**src/common/fsp_regs.svh**
```systemverilog
// register offsets, field positions, reset values and timing counts of the status poller
`ifndef FSP_REGS_SVH
`define FSP_REGS_SVH

// ----------------
// register offsets (byte addresses, one aligned word each)
// ----------------
`define FSP_OFF_CMD 8'h00
`define FSP_OFF_ADDR_A 8'h04
`define FSP_OFF_ADDR_B 8'h08
`define FSP_OFF_DATA 8'h0c
`define FSP_OFF_STATUS 8'h10
`define FSP_OFF_IRQ_STAT 8'h14
`define FSP_OFF_IRQ_MASK 8'h18

// ----------------
// command register fields and codes
// ----------------
`define FSP_CMD_OP_LSB 0
`define FSP_CMD_MODE_LSB 2
`define FSP_CMD_PD_LSB 4
`define FSP_OP_POLL 2'h1
`define FSP_OP_WRITE 2'h2
`define FSP_MODE_SINGLE 2'h0
`define FSP_MODE_MULTI 2'h1
`define FSP_MODE_WBUF 2'h2
`define FSP_PD_NONE 2'h0
`define FSP_PD_ENTRY 2'h1
`define FSP_PD_RELEASE 2'h2

// ----------------
// status and interrupt fields
// ----------------
`define FSP_ST_BUSY 0
`define FSP_ST_TOGGLE 1
`define FSP_ST_SECT_TOGGLE 2
`define FSP_ST_TIMEOUT 3
`define FSP_ST_BYTE_LSB 8
`define FSP_IRQ_PASS 0
`define FSP_IRQ_FAIL 1
`define FSP_IRQ_ABORT 2
`define FSP_IRQ_CMD_DONE 3
`define FSP_RST_WORD 32'h0000_0000
`define FSP_RST_IRQ 4'h0

// ----------------
// status byte bit positions
// ----------------
`define FSP_BIT_DATA_POLL 7
`define FSP_BIT_TOGGLE 6
`define FSP_BIT_TIMEOUT 5
`define FSP_BIT_SECT_TOGGLE 2
`define FSP_BIT_BUF_ABORT 1

// ----------------
// timing
// ----------------
`define FSP_CLK_MHZ 25
`define FSP_TDP_MAX_NS 20000
`define FSP_TRDP_MAX_NS 200000
`define FSP_TDP_CYC ((`FSP_TDP_MAX_NS * `FSP_CLK_MHZ + 999) / 1000)
`define FSP_TRDP_CYC ((`FSP_TRDP_MAX_NS * `FSP_CLK_MHZ + 999) / 1000)
`define FSP_RD_ACC_CYC 4'h4
`define FSP_WE_LOW_CYC 4'h3

`endif

```
**src/common/fsp_pkg.sv**
```systemverilog
// types shared by the status poller and its flash bus cycle engine
package fsp_pkg;

    localparam int AW = 25;
    localparam int DW = 16;

    // ----------------
    // carriers
    // ----------------
    typedef struct packed {
        logic ce_b;
        logic oe_b;
        logic we_b;
        logic [AW-1:0] addr;
        logic [DW-1:0] dq_o;
        logic dq_oe;
    } fsp_pins_t;

    typedef struct packed {
        logic valid;
        logic wr;
        logic [AW-1:0] addr;
        logic [DW-1:0] wdata;
    } fsp_req_t;

    // ----------------
    // states
    // ----------------
    typedef enum logic [1:0] {
        CYC_IDLE,
        CYC_ACTIVE,
        CYC_RECOVER
    } fsp_cyc_state_t;

    typedef enum logic [2:0] {
        ST_IDLE,
        ST_POLL,
        ST_RECHK,
        ST_CMD,
        ST_PD_WAIT
    } fsp_state_t;

endpackage : fsp_pkg

```
**src/rtl/fsp_bus_cycle.sv**
```systemverilog
// one asynchronous flash read or write cycle, timed in clock counts
`include "fsp_regs.svh"

module fsp_bus_cycle (
    input wire logic clk,
    input wire logic rst_b,
    input fsp_pkg::fsp_req_t req,
    input wire logic [fsp_pkg::DW-1:0] dq_i,
    output logic done,
    output logic [fsp_pkg::DW-1:0] rdata,
    output fsp_pkg::fsp_pins_t pins
);

    fsp_pkg::fsp_cyc_state_t state_ff, nxt_state;
    fsp_pkg::fsp_pins_t pins_ff, nxt_pins;
    logic [3:0] cnt_ff, nxt_cnt;
    logic done_ff, nxt_done;
    logic wr_ff, nxt_wr;
    logic [fsp_pkg::DW-1:0] rdata_ff, nxt_rdata;

    always_comb
    begin
        nxt_state = state_ff;
        nxt_pins = pins_ff;
        nxt_cnt = cnt_ff;
        nxt_done = 1'b0;
        nxt_wr = wr_ff;
        nxt_rdata = rdata_ff;
        unique case (state_ff)
            fsp_pkg::CYC_IDLE:
            begin
                if (req.valid)
                begin
                    nxt_pins.ce_b = 1'b0;
                    nxt_pins.addr = req.addr;
                    nxt_wr = req.wr;
                    if (req.wr)
                    begin
                        nxt_pins.we_b = 1'b0;
                        nxt_pins.dq_o = req.wdata;
                        nxt_pins.dq_oe = 1'b1;
                        nxt_cnt = `FSP_WE_LOW_CYC;
                    end
                    else
                    begin
                        nxt_pins.oe_b = 1'b0;
                        nxt_cnt = `FSP_RD_ACC_CYC;
                    end
                    nxt_state = fsp_pkg::CYC_ACTIVE;
                end
            end
            fsp_pkg::CYC_ACTIVE:
            begin
                if (cnt_ff == 4'h0)
                begin
                    // sample before the strobes rise so data is still held
                    if (!wr_ff)
                    begin
                        nxt_rdata = dq_i;
                    end
                    nxt_pins.ce_b = 1'b1;
                    nxt_pins.oe_b = 1'b1;
                    nxt_pins.we_b = 1'b1;
                    nxt_done = 1'b1;
                    nxt_state = fsp_pkg::CYC_RECOVER;
                end
                else
                begin
                    nxt_cnt = cnt_ff - 4'h1;
                end
            end
            fsp_pkg::CYC_RECOVER:
            begin
                // data held one cycle past the write strobe rise
                nxt_pins.dq_oe = 1'b0;
                nxt_state = fsp_pkg::CYC_IDLE;
            end
            default:
            begin
                nxt_state = fsp_pkg::CYC_IDLE;
            end
        endcase
    end

    always_ff @(posedge clk or negedge rst_b)
    begin
        if (!rst_b)
        begin
            state_ff <= fsp_pkg::CYC_IDLE;
            pins_ff <= '{ce_b: 1'b1, oe_b: 1'b1, we_b: 1'b1, addr: '0, dq_o: '0, dq_oe: 1'b0};
            cnt_ff <= 4'h0;
            done_ff <= 1'b0;
            wr_ff <= 1'b0;
            rdata_ff <= '0;
        end
        else
        begin
            state_ff <= nxt_state;
            pins_ff <= nxt_pins;
            cnt_ff <= nxt_cnt;
            done_ff <= nxt_done;
            wr_ff <= nxt_wr;
            rdata_ff <= nxt_rdata;
        end
    end

    assign done = done_ff;
    assign rdata = rdata_ff;
    assign pins = pins_ff;

endmodule : fsp_bus_cycle

```
**src/rtl/fsp_status_poller.sv**
```systemverilog
// host side status poller and power-down sequencer for a parallel nor flash
//
// Notes on behaviour
// completion: read low status byte, data poll bit equal expected bit means pass.
// mismatch with timeout flag set: read again, pass on match, else fail.
// program and single sector erase poll at the programmed or sector address.
// multi-sector and chip erase poll lowest and highest erased sector addresses.
// flash reports timeout flag at a sector whose erase ran over time.
// sector toggle bit is ignored once an erase timeout has occurred.
// write buffer programming polls always at the last written address.
// write buffer: mismatch with buffer abort flag set means the write aborted.
// toggle bit compared across two successive reads shows algorithm still running.
// after timeout flag seen, recheck toggle and poll bits before declaring failure; the recheck here decides on the poll bit only.
// after deep power-down entry write, wait the maximum entry delay.
// after release write, wait maximum release time before any further access.
// flash drives complement of expected bit while busy, true data when done.
// flash inverts toggle bit each read while busy, stops when done or timed out.
`include "fsp_regs.svh"

module fsp_status_poller #(
    parameter int unsigned TRDP_CYCLES = `FSP_TRDP_CYC
) (
    input wire logic clk,
    input wire logic rst_b,
    input wire logic psel,
    input wire logic penable,
    input wire logic pwrite,
    input wire logic [7:0] paddr,
    input wire logic [31:0] pwdata,
    output logic [31:0] prdata,
    output logic pready,
    output logic pslverr,
    output logic irq,
    output fsp_pkg::fsp_pins_t flash_pins,
    input wire logic [fsp_pkg::DW-1:0] flash_dq_i
);

    // ----------------
    // register bus
    // ----------------
    logic pready_ff, nxt_pready;
    logic pslverr_ff, nxt_pslverr;
    logic [31:0] prdata_ff, nxt_prdata;
    logic [fsp_pkg::AW-1:0] addr_a_ff, nxt_addr_a;
    logic [fsp_pkg::AW-1:0] addr_b_ff, nxt_addr_b;
    logic [fsp_pkg::DW-1:0] data_ff, nxt_data;
    logic [3:0] irq_stat_ff, nxt_irq_stat;
    logic [3:0] irq_mask_ff, nxt_irq_mask;
    logic irq_ff, nxt_irq;
    logic commit;
    logic mapped;
    logic [3:0] irq_set;
    logic busy;
    logic [31:0] status_word;

    // write takes effect only at the edge where pready is seen high
    assign commit = psel & penable & pready_ff & pwrite;

    always_comb
    begin
        nxt_pready = psel & penable & ~pready_ff;
        nxt_pslverr = 1'b0;
        nxt_prdata = prdata_ff;
        nxt_addr_a = addr_a_ff;
        nxt_addr_b = addr_b_ff;
        nxt_data = data_ff;
        nxt_irq_mask = irq_mask_ff;
        nxt_irq_stat = irq_stat_ff;
        mapped = 1'b1;
        unique case (paddr)
            `FSP_OFF_CMD: nxt_prdata = 32'h0000_0000;
            `FSP_OFF_ADDR_A: nxt_prdata = {7'h00, addr_a_ff};
            `FSP_OFF_ADDR_B: nxt_prdata = {7'h00, addr_b_ff};
            `FSP_OFF_DATA: nxt_prdata = {16'h0000, data_ff};
            `FSP_OFF_STATUS: nxt_prdata = status_word;
            `FSP_OFF_IRQ_STAT: nxt_prdata = {28'h0000000, irq_stat_ff};
            `FSP_OFF_IRQ_MASK: nxt_prdata = {28'h0000000, irq_mask_ff};
            default:
            begin
                nxt_prdata = 32'h0000_0000;
                mapped = 1'b0;
            end
        endcase
        if (nxt_pready)
        begin
            nxt_pslverr = ~mapped;
        end
        else
        begin
            nxt_prdata = prdata_ff;
        end
        if (commit)
        begin
            unique case (paddr)
                `FSP_OFF_ADDR_A: nxt_addr_a = pwdata[fsp_pkg::AW-1:0];
                `FSP_OFF_ADDR_B: nxt_addr_b = pwdata[fsp_pkg::AW-1:0];
                `FSP_OFF_DATA: nxt_data = pwdata[fsp_pkg::DW-1:0];
                `FSP_OFF_IRQ_STAT: nxt_irq_stat = irq_stat_ff & ~pwdata[3:0];
                `FSP_OFF_IRQ_MASK: nxt_irq_mask = pwdata[3:0];
                default: nxt_irq_mask = irq_mask_ff;
            endcase
        end
        // a new event beats a simultaneous clear
        nxt_irq_stat = nxt_irq_stat | irq_set;
        nxt_irq = |(nxt_irq_stat & nxt_irq_mask);
    end

    always_ff @(posedge clk or negedge rst_b)
    begin
        if (!rst_b)
        begin
            pready_ff <= 1'b0;
            pslverr_ff <= 1'b0;
            prdata_ff <= `FSP_RST_WORD;
            addr_a_ff <= '0;
            addr_b_ff <= '0;
            data_ff <= '0;
            irq_stat_ff <= `FSP_RST_IRQ;
            irq_mask_ff <= `FSP_RST_IRQ;
            irq_ff <= 1'b0;
        end
        else
        begin
            pready_ff <= nxt_pready;
            pslverr_ff <= nxt_pslverr;
            prdata_ff <= nxt_prdata;
            addr_a_ff <= nxt_addr_a;
            addr_b_ff <= nxt_addr_b;
            data_ff <= nxt_data;
            irq_stat_ff <= nxt_irq_stat;
            irq_mask_ff <= nxt_irq_mask;
            irq_ff <= nxt_irq;
        end
    end

    // ----------------
    // polling and command sequencer
    // ----------------
    fsp_pkg::fsp_state_t state_ff, nxt_state;
    fsp_pkg::fsp_req_t req_ff, nxt_req;
    logic [1:0] mode_ff, nxt_mode;
    logic [1:0] pd_ff, nxt_pd;
    logic sel_b_ff, nxt_sel_b;
    logic abort_ff, nxt_abort;
    logic [12:0] wait_ff, nxt_wait;
    logic [7:0] byte_ff, nxt_byte;
    logic have_prev_ff, nxt_have_prev;
    logic toggle_ff, nxt_toggle;
    logic sect_toggle_ff, nxt_sect_toggle;
    logic timeout_ff, nxt_timeout;
    logic cyc_done;
    logic [fsp_pkg::DW-1:0] cyc_rdata;
    logic [7:0] cur;
    logic match;
    logic start;
    logic [1:0] cmd_op;

    assign cur = cyc_rdata[7:0];
    assign match = cur[`FSP_BIT_DATA_POLL] == data_ff[`FSP_BIT_DATA_POLL];
    assign cmd_op = pwdata[`FSP_CMD_OP_LSB +: 2];
    assign start = commit & (paddr == `FSP_OFF_CMD) & (state_ff == fsp_pkg::ST_IDLE);
    assign busy = state_ff != fsp_pkg::ST_IDLE;

    always_comb
    begin
        status_word = 32'h0000_0000;
        status_word[`FSP_ST_BUSY] = busy;
        status_word[`FSP_ST_TOGGLE] = toggle_ff;
        status_word[`FSP_ST_SECT_TOGGLE] = sect_toggle_ff;
        status_word[`FSP_ST_TIMEOUT] = timeout_ff;
        status_word[`FSP_ST_BYTE_LSB +: 8] = byte_ff;
    end

    always_comb
    begin
        nxt_state = state_ff;
        nxt_req = req_ff;
        nxt_req.valid = 1'b0;
        nxt_mode = mode_ff;
        nxt_pd = pd_ff;
        nxt_sel_b = sel_b_ff;
        nxt_abort = abort_ff;
        nxt_wait = wait_ff;
        nxt_byte = byte_ff;
        nxt_have_prev = have_prev_ff;
        nxt_toggle = toggle_ff;
        nxt_sect_toggle = sect_toggle_ff;
        nxt_timeout = timeout_ff;
        irq_set = 4'h0;
        if (cyc_done && !req_ff.wr)
        begin
            nxt_byte = cur;
            nxt_have_prev = 1'b1;
            // two successive reads decide whether the algorithm still runs
            nxt_toggle = have_prev_ff & (cur[`FSP_BIT_TOGGLE] ^ byte_ff[`FSP_BIT_TOGGLE]);
            // sector toggle means nothing once the erase has timed out
            nxt_sect_toggle = have_prev_ff & ~cur[`FSP_BIT_TIMEOUT]
                & (cur[`FSP_BIT_SECT_TOGGLE] ^ byte_ff[`FSP_BIT_SECT_TOGGLE]);
            nxt_timeout = cur[`FSP_BIT_TIMEOUT];
        end
        unique case (state_ff)
            fsp_pkg::ST_IDLE:
            begin
                if (start && cmd_op == `FSP_OP_POLL)
                begin
                    nxt_mode = pwdata[`FSP_CMD_MODE_LSB +: 2];
                    nxt_sel_b = 1'b0;
                    nxt_abort = 1'b0;
                    nxt_have_prev = 1'b0;
                    // address a is the program, sector or last buffered address
                    nxt_req = '{valid: 1'b1, wr: 1'b0, addr: addr_a_ff, wdata: '0};
                    nxt_state = fsp_pkg::ST_POLL;
                end
                else if (start && cmd_op == `FSP_OP_WRITE)
                begin
                    nxt_pd = pwdata[`FSP_CMD_PD_LSB +: 2];
                    nxt_req = '{valid: 1'b1, wr: 1'b1, addr: addr_a_ff, wdata: data_ff};
                    nxt_state = fsp_pkg::ST_CMD;
                end
            end
            fsp_pkg::ST_POLL:
            begin
                if (cyc_done)
                begin
                    if (match)
                    begin
                        irq_set[`FSP_IRQ_PASS] = 1'b1;
                        nxt_state = fsp_pkg::ST_IDLE;
                    end
                    else if (mode_ff == `FSP_MODE_WBUF && cur[`FSP_BIT_BUF_ABORT])
                    begin
                        nxt_abort = 1'b1;
                        nxt_req.valid = 1'b1;
                        nxt_state = fsp_pkg::ST_RECHK;
                    end
                    else if (cur[`FSP_BIT_TIMEOUT])
                    begin
                        // poll bit may flip together with the timeout flag
                        nxt_req.valid = 1'b1;
                        nxt_state = fsp_pkg::ST_RECHK;
                    end
                    else
                    begin
                        if (mode_ff == `FSP_MODE_MULTI)
                        begin
                            // alternate lowest and highest erased sector
                            nxt_sel_b = ~sel_b_ff;
                            nxt_req.addr = sel_b_ff ? addr_a_ff : addr_b_ff;
                        end
                        nxt_req.valid = 1'b1;
                    end
                end
            end
            fsp_pkg::ST_RECHK:
            begin
                if (cyc_done)
                begin
                    if (match)
                    begin
                        irq_set[`FSP_IRQ_PASS] = 1'b1;
                    end
                    else if (abort_ff)
                    begin
                        irq_set[`FSP_IRQ_ABORT] = 1'b1;
                    end
                    else
                    begin
                        irq_set[`FSP_IRQ_FAIL] = 1'b1;
                    end
                    nxt_state = fsp_pkg::ST_IDLE;
                end
            end
            fsp_pkg::ST_CMD:
            begin
                if (cyc_done)
                begin
                    if (pd_ff == `FSP_PD_ENTRY)
                    begin
                        nxt_wait = 13'(`FSP_TDP_CYC);
                        nxt_state = fsp_pkg::ST_PD_WAIT;
                    end
                    else if (pd_ff == `FSP_PD_RELEASE)
                    begin
                        nxt_wait = 13'(TRDP_CYCLES);
                        nxt_state = fsp_pkg::ST_PD_WAIT;
                    end
                    else
                    begin
                        irq_set[`FSP_IRQ_CMD_DONE] = 1'b1;
                        nxt_state = fsp_pkg::ST_IDLE;
                    end
                end
            end
            fsp_pkg::ST_PD_WAIT:
            begin
                // no new operation is accepted until the latency has run out
                if (wait_ff <= 13'h0001)
                begin
                    irq_set[`FSP_IRQ_CMD_DONE] = 1'b1;
                    nxt_state = fsp_pkg::ST_IDLE;
                end
                else
                begin
                    nxt_wait = wait_ff - 13'h0001;
                end
            end
            default:
            begin
                nxt_state = fsp_pkg::ST_IDLE;
            end
        endcase
    end

    always_ff @(posedge clk or negedge rst_b)
    begin
        if (!rst_b)
        begin
            state_ff <= fsp_pkg::ST_IDLE;
            req_ff <= '0;
            mode_ff <= `FSP_MODE_SINGLE;
            pd_ff <= `FSP_PD_NONE;
            sel_b_ff <= 1'b0;
            abort_ff <= 1'b0;
            wait_ff <= 13'h0000;
            byte_ff <= 8'h00;
            have_prev_ff <= 1'b0;
            toggle_ff <= 1'b0;
            sect_toggle_ff <= 1'b0;
            timeout_ff <= 1'b0;
        end
        else
        begin
            state_ff <= nxt_state;
            req_ff <= nxt_req;
            mode_ff <= nxt_mode;
            pd_ff <= nxt_pd;
            sel_b_ff <= nxt_sel_b;
            abort_ff <= nxt_abort;
            wait_ff <= nxt_wait;
            byte_ff <= nxt_byte;
            have_prev_ff <= nxt_have_prev;
            toggle_ff <= nxt_toggle;
            sect_toggle_ff <= nxt_sect_toggle;
            timeout_ff <= nxt_timeout;
        end
    end

    // ----------------
    // flash bus cycles
    // ----------------
    fsp_bus_cycle u_cycle (
        .clk(clk),
        .rst_b(rst_b),
        .req(req_ff),
        .dq_i(flash_dq_i),
        .done(cyc_done),
        .rdata(cyc_rdata),
        .pins(flash_pins)
    );

    assign prdata = prdata_ff;
    assign pready = pready_ff;
    assign pslverr = pslverr_ff;
    assign irq = irq_ff;

endmodule : fsp_status_poller

```
**config.mk**
```make
export PLATFORM = sky130hd
export DESIGN_NAME = fsp_status_poller
export DESIGN_NICKNAME = d
export VERILOG_FILES = /design/src/common/fsp_pkg.sv /design/src/rtl/fsp_bus_cycle.sv /design/src/rtl/fsp_status_poller.sv
export VERILOG_INCLUDE_DIRS = /design/src /design/src/common
export SDC_FILE = /design/constraint.sdc
export NUM_CORES = 1
export LEC_CHECK = 0
export BUFFER_PORTS_ARGS = -buffer_cell sky130_fd_sc_hd__buf_2
export CORE_MARGIN = 2
export CORE_UTILIZATION = 45
export CTS_BUF_LIST = sky130_fd_sc_hd__clkbuf_8
export DETAILED_ROUTE_END_ITERATION = 10
export PLACE_DENSITY = 0.63
export SLEW_MARGIN = 20
export SYNTH_ARGS = -nofsm -noshare
export SYNTH_HDL_FRONTEND = slang
export SYNTH_HIERARCHICAL = 1
export SYNTH_SLANG_ARGS = --single-unit
export TNS_END_PERCENT = 1
```
**constraint.sdc**
```tcl
create_clock -name clk -period 2.3 [get_ports clk]
set_clock_uncertainty 0.2 [all_clocks]
set_input_delay 0.23 -clock clk [delete_from_list [all_inputs] [get_ports clk]]
set_output_delay 0.23 -clock clk [all_outputs]
set_load 0.05 [all_outputs]
```
Word level (Yosys, flattened, before mapping). Cells that the tools add are included.

Register bits: 247. Input bits: 61. Output and inout bits: 80. Logic and storage cells: 213.

Add/subtract/negate cells: 2. Order comparisons: 1. Equality and inequality tests: 38. Multiplexer cells: 79. Bitwise gates (word level): 21. Reductions and logical operators: 37.

Operators by type and width (count): $mux W25 (6); $pmux W25 S6 (1); $mux W43 (2); $mux W13 (4); $pmux W25 S2 (1); $mux W45 (1); $mux W3 (14); $mux W1 (28); $pmux W13 S2 (1); $eq A8 B5 Y1 const B (3); $mux W4 (6); $ne A2 B2 Y1 const B (11); $reduce_and A3 Y1 (6); $mux W17 (1); $eq A8 B4 Y1 const B (2); $pmux W3 S5 (1); $reduce_and A2 Y1 (7); $reduce_and A7 Y1 (2); $le A13 B1 Y1 const B (1); $sub A13 B1 Y13 const B (1); $pmux W1 S2 (6); $reduce_and A4 Y1 (3); $ne A2 B1 Y1 const B (5); $reduce_bool A2 Y1 (5); other kinds (32) (60).

Longest topological paths before layout. Gate-level depths: netlist (run 1).

Depth after elaboration: 9. Depth in mapped cells: 8. Gate-level depth less buffers: 6.

By module. Netlist (run 1), hierarchy kept.

Modules (own cells, without submodules): fsp_status_poller (times used 1, cells an instance 657, area each 7972.6 µm², sequential area each 4454.3 µm²); fsp_bus_cycle (times used 1, cells an instance 177, area each 2770.2 µm², sequential area each 1730.4 µm²).

Least setup slack after synthesis (run 1). Ideal clock, no wire load.

Kind: reg2reg. Start point: register pready_ff, in the netlist pready. End point: register req_ff[21] (netlist bit). Data arrival time: 2436 ps. Data required time: 1975 ps. Setup slack: -461 ps. Cell stages (with the launch flop): 8. Buffers on the path: 2. Period minus slack after synthesis: 2761 ps. Cells stage by stage: dfrtp_1 and4_1 clkbuf_1 nand4_1 or4_1 a21boi_2 buf_4 mux2_2.

Word-level cells in the longest chain between the ends: 7.

RTL lines: from (decl) (RTL line fsp_status_poller.sv:41) `logic pready_ff, nxt_pready;`; from (signal assigned) (RTL line fsp_status_poller.sv:124) `pready_ff <= nxt_pready;`; $and A1 B1 Y1 (*) (2 in a row) (RTL line fsp_status_poller.sv:57) `assign commit = psel & penable & pready_ff & pwrite;`; $and A1 B1 Y1 (*) (2 in a row) (RTL line fsp_status_poller.sv:161) `` assign start = commit & (paddr == `FSP_OFF_CMD) & (state_ff == fsp_pkg::ST_IDLE); ``; $logic_and A1 B1 Y1 (no line); $ne A3 B1 Y1 (no line) / $mux W43 (equally long branches); $reduce_and A7 Y1 (no line) / $pmux W25 S2 (equally long branches); to (signal assigned) (RTL line fsp_status_poller.sv:334) `req_ff <= nxt_req;`; to (decl) (RTL line fsp_status_poller.sv:140) `fsp_pkg::fsp_req_t req_ff, nxt_req;`.

Mark *: on every way between the ends. The rest lies on a longest branch, timed or not. A chain may end at the register's enable or synchronous reset.

Worst setup path after layout (run 1).
Start point: register wait_ff[4]. End point: register wait_ff[12].

Word-level cells in the longest chain between the ends: 3.

RTL lines: from (decl) (RTL line fsp_status_poller.sv:145) `logic [12:0] wait_ff, nxt_wait;`; from (signal assigned) (RTL line fsp_status_poller.sv:339) `wait_ff <= nxt_wait;`; $sub A13 B1 Y13 / $le A13 B1 Y1 (equally long branches) (RTL line fsp_status_poller.sv:304, fsp_status_poller.sv:297); $mux W13 / $ne A2 B2 Y1 (equally long branches); $pmux W13 S2 / $reduce_and A4 Y1 (equally long branches).

Parallel ways exist; a longest one is shown, timed or not. The select of a mux whose other input is x is not followed.

==> insert_results.sql, run 1 <==
INSERT INTO impl_metrics (metric_group, metric, value, unit) VALUES
('status', 'outcome', 'finished, violations left', ''),
('status', 'violations', 'negative setup slack', ''),
('global_routing', 'grt_max_degree', '80', ''),
('clocking', 'cts.path.max_buffers', '3', ''),
('setup_path', 'slowest_delay', '0.53', 'ns'),
('die', 'initial_core_utilization', '45.9', '%'),
('global_routing', 'antenna_found_initial', '2', ''),
('power', 'ir_drop', '0.449', 'mV'),
('routing', 'detailroute.via_count', '7439', ''),
('synth', 'ys_warn_count', '6', ''),
('setup_path', 'reg2regPathDepth', '5', ''),
('clocking', 'post-cts-setup-buffer-count', '0', ''),
('timing', 'timing.final.crit_period', '2.42', 'ns'),
('placed_design', 'dp.final_hpwl', '17800', 'um'),
('die', 'die_width', '156', 'um'),
('timing', 'relSlewSlack', '49.1', '%'),
('die', 'die-height', '156', 'um'),
('timing', 'setup-violations-final', '10', ''),
('setup_path', 'most_common_cell_type_on_the_critical_path', 'or4_4', ''),
('die', 'floorplan.die_area', '0.0244', 'mm2'),
('global_routing', 'wire_length_of_the_first_global_routing_pass', '41900', 'um'),
('final_layout', 'drive_gt1_share', '40.8', '%'),
('setup_path', 'crit_path_end_kind', 'register', ''),
('setup_path', 'regToRegEndpoint', 'wait_ff[12]$_DFFE_PN0P_', ''),
('timing', 'worst-slew-pin-transition', '0.753', 'ns'),
('final_layout', 'nNetsFinal', '1099', ''),
('run', 'maxCapViolations', '0', ''),
('synth', 'netlist_instances', '818', ''),
('timing', 'hold_violations', '0', ''),
('timing', 'fraction_of_the_cycle_the_final_worst_path_needs', '105', '%'),
('power', 'p_per_area', '688', 'mW/mm2'),
('timing', 'post-route-worst-setup-slack', '-0.123', 'ns'),
('routing', 'route.detailed.vias_per_inst', '5.51', ''),
('setup_path', 'cp-start-kind', 'register', ''),
('clocking', 'cts-root-buf', 'clkbuf_8', ''),
('die', 'top_level_ports', '141', ''),
('final_layout', 'syn_to_final_growth', '25.1', '%'),
('final_layout', 'final_cell_area', '0.0130', 'mm2'),
('timing', 'tns', '-0.754', 'ns'),
('setup_path', 'timing.rr.start', 'wait_ff[4]$_DFFE_PN0P_', ''),
('clocking', 'tritoncts', 'yes', ''),
('setup_path', 'worst_path_dominant_cell_family', 'simple AND/OR/NAND/NOR gates', ''),
('power', 'finalPower', '8.97', 'mW'),
('setup_path', 'critical_path_rt', '2.53', 'ns'),
('routing', 'drc', '0', ''),
('timing', 'rsz0062_at_grt', 'yes', ''),
('setup_path', 'cp_data_arrival_time', '2.65', 'ns'),
('placed_design', 'io_buffer_count', '118', ''),
('global_routing', 'first_global_vias', '7636', ''),
('synth', 'synthesis.area_per_instance', '12.7', 'um2'),
('clocking', 'cts.htree.levels', '2', ''),
('placed_design', 'placement.cell_area', '0.0117', 'mm2'),
('setup_path', 'critical_path.slowest_cell', 'or4_4', ''),
('power', 'leakage', '6.49', 'nW'),
('die', 'fp_rows', '55', ''),
('clocking', 'clkSinkCount', '239', ''),
('min_path', 'hold_class', 'primary input to register', ''),
('setup_path', 'setup.reg_to_reg.worst_slack', '-0.12', 'ns'),
('routing', 'initialDrtViolationCount', '467', ''),
('clocking', 'clk-insertion-delay-late', '0.56', 'ns'),
('routing', 'route.final.wire_length', '26400', 'um'),
('setup_path', 'critical_path_cell_count', '5', ''),
('routing', 'remaining_number_of_nets_flagged_by_the_antenna_check_after_routing', '0', ''),
('routing', 'drt_first_pass_iters', '8', ''),
('global_routing', 'grtUsageTotal', '22.2', '%'),
('global_routing', 'grt.overflow.total', '0', ''),
('setup_path', 'worstPathMaxFanout', '7', ''),
('setup_path', 'critPathKind', 'register to register', ''),
('timing', 'max_freq', '413', 'MHz'),
('setup_path', 'timing.critical_path.cells', 'or4_4, or4_4, o21ai_2, a211oi_2, a311o_1', ''),
('routing', 'routedWlPerCell', '19.5', 'um'),
('synth', 'post_synth_design_cell_area', '0.0104', 'mm2'),
('setup_path', 'startpoint', 'wait_ff[4]$_DFFE_PN0P_', ''),
('timing', 'slew_violations', '0', ''),
('setup_path', 'cp_num_buf_inv', '0', ''),
('setup_path', 'critical_path.endpoint', 'wait_ff[12]$_DFFE_PN0P_', ''),
('clocking', 'clk_transition_reported_paths', '0.06', 'ns'),
('die', 'floorplan.core_area', '0.0227', 'mm2'),
('placed_design', 'routabilityCongestion', '0.861', ''),
('clocking', 'cts-buffers-inserted', '42', '');
==> cells in the final DEF, fill, tap and decap left out, types with 4 or more instances in the layout <==
cell type / instances
nand4_1: 5
inv_1: 37
a222oi_1: 12
dlygate4sd3_1: 37
a22o_1: 43
mux2_2: 147
dfrtp_1: 235
nand3_1: 8
or2_2: 4
mux2i_1: 11
buf_12: 8
buf_4: 55
or3_1: 5
xor2_1: 4
nor2_1: 53
o21ai_0: 23
nor3_1: 9
a21oi_1: 13
conb_1: 7
nand2b_1: 6
a221oi_1: 10
clkbuf_8: 56
nand2_1: 41
a31oi_1: 11
mux2_4: 5
buf_2: 117
nor4_1: 4
ha_1: 4
nor2b_1: 4
xnor2_1: 4
==> state kept, by name, indices dropped and copies added (netlist names), 8 cells and up <==
| name | cells |
|---|---|
| byte_ff | 8 |
| u_cycle/rdata | 8 |
| wait_ff | 13 |
| u_cycle/pins | 45 |
| prdata | 25 |
| data_ff | 16 |
| req_ff | 43 |
| addr_b_ff | 25 |
| addr_a_ff | 25 |
==> power breakdown <==
group | leakage (nW) | switching, mW | internal [mW]
Combinational | 2.82 | 0.457 | 0.191
Clock | 0.499 | 1.73 | 2.28
Sequential | 3.17 | 0.0395 | 4.27
==> metal layers <==
metal / routed length [um] / vias up / global-route usage (%)
li1: - / 3426 / -
met1: 11700 / 3721 / 30.4
met2: 12300 / 230 / 34.9
met3: 1580 / 62 / 4.60
met4: 833 / 0 / 9.09
met5: 0 / - / 0
==> stage by stage <==
step	util (%)	setup WS, ns	cells	hold WS (ns)
after floorplan	-	-0.184	824	-0.266
after global placement	51.5	-0.145	1237	-0.0742
after detailed placement	51.5	-0.191	1237	-0.0713
after CTS	57.2	-0.137	1349	0.00392
after global routing	57.4	-0.180	1350	0.0402
final	57.4	-0.123	1351	0.0183
==> how the worst min path moves through the flow <==
stage,start,to,cells past startpoint
after CTS,paddr[5],prdata[3]$_DFFE_PN0P_,5
final,paddr[5],prdata[3]$_DFFE_PN0P_,5
after global placement,rst_b,u_cycle/pins[10]$_DFFE_PN0P_,1
after global routing,paddr[5],prdata[3]$_DFFE_PN0P_,5
after floorplan,rst_b,abort_ff$_DFFE_PN0P_,0
after detailed placement,rst_b,u_cycle/pins[10]$_DFFE_PN0P_,1
==> worst reg2reg max path, delay by kind of cell, from the launching register on <==
kind             cells  cell delay, ns
AO/OA/AOI/OAI        3            0.71
AND/OR/NAND/NOR      2            1.02
flip-flops           1            0.37
==> what timing repair did <==
| item | CTS | global route |
|---|---|---|
| setup endpoints to repair | 38 | 51 |
| pin swaps | 0 | 5 |
| gates resized for setup | 8 | 9 |
| hold buffers | 38 | 0 |
| endpoints found under the hold margin | 324 | 0 |
==> layout make-up <==
type	count	area (um2)
Clock buffer	56	771
Antenna cell	2	5.00
Clock inverter	18	109
Inverter	25	93.8
Tap cell	285	357
Timing Repair Buffer	219	1560
Sequential cell	239	5990
Multi-Input combinational cell	507	4170
Fill cell	1922	9670
Power figures use the tool's default switching activity.
==> run 2: changes to the inputs <==
--- a/config.mk
+++ b/config.mk
@@ -16,5 +16,4 @@
 export SYNTH_ARGS = -nofsm -noshare
 export SYNTH_HDL_FRONTEND = slang
-export SYNTH_HIERARCHICAL = 1
 export SYNTH_SLANG_ARGS = --single-unit
 export TNS_END_PERCENT = 1
==> constraint.sdc (replaced) <==
create_clock -name clk -period 2.3 [get_ports clk]
set_clock_uncertainty 0.2 [all_clocks]
set_input_delay 0.345 -clock clk [delete_from_list [all_inputs] [get_ports clk]]
set_output_delay 0.345 -clock clk [all_outputs]
set_load 0.05 [all_outputs]
==> insert_results.sql, run 2 <==
INSERT INTO impl_metrics (metric_group, metric, value, unit) VALUES
('status', 'outcome', 'finished clean', ''),
('routing', 'routedWlPerCell', '19.2', 'um'),
('setup_path', 'setup.reg_to_reg.worst_slack', '0.12', 'ns'),
('setup_path', 'timing.critical_path.cells', 'or3b_2, o41ai_1, or3b_1, mux2_2', ''),
('final_layout', 'largest_register_ffs', '45', ''),
('synth', 'yosys_cell_types', '71', ''),
('routing', 'initialDrtViolationCount', '373', ''),
('setup_path', 'critPathKind', 'register to register', ''),
('power', 'leakage', '6.32', 'nW'),
('clocking', 'cts.htree.levels', '2', ''),
('die', 'die-height', '155', 'um'),
('power', 'finalPower', '10.4', 'mW'),
('synth', 'ys_top_cells_by_count', 'dfrtp_1, mux2_2, nor2_1', ''),
('die', 'floorplan.die_area', '0.0241', 'mm2'),
('setup_path', 'critical_path_cell_count', '4', ''),
('synth', 'netlist_instances', '828', ''),
('min_path', 'hold_class', 'primary input to register', ''),
('timing', 'slew_violations', '0', ''),
('timing', 'fraction_of_the_cycle_the_final_worst_path_needs', '95.0', '%'),
('routing', 'drc', '0', ''),
('power', 'p_per_area', '820', 'mW/mm2'),
('synth', 'seq_area_frac_synth', '58.2', '%'),
('routing', 'remaining_number_of_nets_flagged_by_the_antenna_check_after_routing', '0', ''),
('setup_path', 'critical_path.slowest_cell', 'or3b_2', ''),
('global_routing', 'grtUsageTotal', '22.0', '%'),
('clocking', 'clkSinkCount', '239', ''),
('final_layout', 'nNetsFinal', '1100', ''),
('placed_design', 'routabilityCongestion', '0.884', ''),
('timing', 'tns', '0', 'ns'),
('setup_path', 'critical_path_rt', '2.54', 'ns'),
('synth', 'ys_warn_count', '0', ''),
('clocking', 'cts-root-buf', 'clkbuf_8', ''),
('die', 'floorplan.core_area', '0.0225', 'mm2'),
('final_layout', 'mostFrequentLayoutCell', 'dfrtp_1', ''),
('setup_path', 'slowest_delay', '0.54', 'ns'),
('synth', 'synthMostInstantiatedCell', 'dfrtp_1', ''),
('run', 'maxCapViolations', '0', ''),
('final_layout', 'syn_to_final_growth', '23.3', '%'),
('clocking', 'cts.path.max_buffers', '3', ''),
('die', 'initial_core_utilization', '45.7', '%'),
('die', 'die_width', '155', 'um'),
('synth', 'synthesis.area_per_instance', '12.4', 'um2'),
('routing', 'detailroute.via_count', '7343', ''),
('synth', 'synth_top_cell_by_area', 'dfrtp_1', ''),
('global_routing', 'antenna_found_initial', '0', ''),
('setup_path', 'worst_path_dominant_cell_family', 'simple AND/OR/NAND/NOR gates', ''),
('routing', 'route.final.wire_length', '25900', 'um'),
('final_layout', 'drive_gt1_share', '36.3', '%'),
('setup_path', 'reg2regPathDepth', '4', ''),
('synth', 'synth-edff-count', '0', ''),
('setup_path', 'timing.rr.start', 'state_ff[0]$_DFFE_PN0P_', ''),
('timing', 'timing.final.crit_period', '2.18', 'ns'),
('synth', 'yosys_register_bits', '239', ''),
('timing', 'rsz0062_at_grt', 'yes', ''),
('die', 'top_level_ports', '141', ''),
('setup_path', 'startpoint', 'state_ff[0]$_DFFE_PN0P_', ''),
('timing', 'setup-violations-final', '0', ''),
('synth', 'synth_ff_type', 'dfrtp_1', ''),
('clocking', 'cts-buffers-inserted', '41', ''),
('placed_design', 'dp.final_hpwl', '18000', 'um'),
('final_layout', 'diodes', '0', ''),
('timing', 'hold_violations', '0', ''),
('power', 'ir_drop', '0.550', 'mV'),
('global_routing', 'grt_max_degree', '55', ''),
('synth', 'synth.area.top_cells', 'dfrtp_1, mux2_2, a22oi_1, a22o_1, o21ai_0', ''),
('global_routing', 'first_global_vias', '7563', ''),
('timing', 'max_freq', '458', 'MHz'),
('synth', 'synth.top_cell.area_share', '57.5', '%'),
('setup_path', 'cp_data_arrival_time', '2.42', 'ns'),
('timing', 'hold_slack', '0.0588', 'ns'),
('global_routing', 'grt.overflow.total', '0', ''),
('routing', 'drt_first_pass_iters', '4', ''),
('setup_path', 'worstPathMaxFanout', '5', ''),
('synth', 'post_synth_design_cell_area', '0.0103', 'mm2'),
('final_layout', 'mostFrequentLayoutCells', 'dfrtp_1, mux2_2, buf_2', ''),
('clocking', 'tritoncts', 'yes', ''),
('min_path', 'worstHoldStart', 'penable', ''),
('placed_design', 'io_buffer_count', '118', ''),
('routing', 'route.detailed.vias_per_inst', '5.45', ''),
('global_routing', 'wire_length_of_the_first_global_routing_pass', '41100', 'um'),
('clocking', 'clk-insertion-delay-late', '0.55', 'ns'),
('setup_path', 'crit_path_end_kind', 'register', ''),
('setup_path', 'critical_path.endpoint', 'state_ff[1]$_DFFE_PN0P_', ''),
('setup_path', 'regToRegEndpoint', 'state_ff[1]$_DFFE_PN0P_', ''),
('clocking', 'clk_transition_reported_paths', '0.06', 'ns'),
('synth', 'synth_async_sr_flop_share', '100', '%'),
('setup_path', 'cp_num_buf_inv', '0', ''),
('die', 'fp_rows', '55', ''),
('setup_path', 'cp-start-kind', 'register', '');
[run 2: cell families after synthesis]
family	synth area share, %
flops	58.2
compound gates	12.7
simple gates	9.41
mux	14.9
buf+inv	3.20
xor+xnor	1.02
fa+ha+maj	0.487
other cells	0.0365
[run 2: layer usage]
metal | global-route usage [%] | up-vias | part of all wire (%) | routed length, um
li1 | - | 3455 | - | -
met1 | 30.4 | 3668 | 45 | 11700
met2 | 35.2 | 186 | 47 | 12300
met3 | 4.40 | 34 | 5.5 | 1420
met4 | 7.14 | 0 | 2.0 | 521
met5 | 0 | - | 0 | 0
[run 2: layout make-up]
| type | instances | area (um2) |
|---|---|---|
| Clock buffer | 46 | 633 |
| Clock inverter | 25 | 138 |
| Fill cell | 1947 | 9830 |
| Inverter | 15 | 56.3 |
| Multi-Input combinational cell | 528 | 4010 |
| Sequential cell | 239 | 5990 |
| Tap cell | 285 | 357 |
| Timing Repair Buffer | 210 | 1500 |
[run 2: worst min path at each step]
stage | cells after the start | slack (ns) | endpoint
after floorplan | 0 | -0.15 | abort_ff$_DFFE_PN0P_
after global placement | 1 | 0.12 | u_cycle.pins[8]$_DFFE_PN0P_
after detailed placement | 1 | 0.12 | u_cycle.pins[8]$_DFFE_PN0P_
after CTS | 3 | 0.02 | data_ff[1]$_DFFE_PN0P_
after global routing | 3 | 0.05 | data_ff[1]$_DFFE_PN0P_
final | 4 | 0.06 | pslverr$_DFF_PN0_
[run 2: where the power goes]
group          internal (mW)  total, mW  switching, mW  leakage [nW]
clock network           1.94       3.63           1.68         0.462
registers               4.71       5.11          0.396          3.20
logic                  0.733       1.66          0.925          2.66
total                   7.39       10.4           3.00          6.32
[run 2: what timing repair did]
action / in CTS / in global routing
gates resized for setup: 0 / 1
buffers inserted: 0 / 0
hold endpoints to repair: 314 / 0
setup endpoints to repair: 0 / 12
hold buffers: 33 / 0
[run 2: through the flow]
stage / setup slack (ns) / instances / area [um2] / util [%]
3_3_place_gp: -0.0473 / 1244 / 11600 / 51.4
3_5_place_dp: -0.0975 / 1244 / 11600 / 51.4
2_1_floorplan: 0.105 / 834 / 10300 / -
4_1_cts: 0.0643 / 1348 / 12700 / 56.3
6_report: 0.116 / 1348 / 12700 / 56.3
5_1_grt: -0.0367 / 1348 / 12700 / 56.3
[run 2: tightest hold or removal path: stages]
cell and delay (ns):
buf_2 0.10, nand2_1 0.04, or2_2 0.17, a31oi_1 0.08
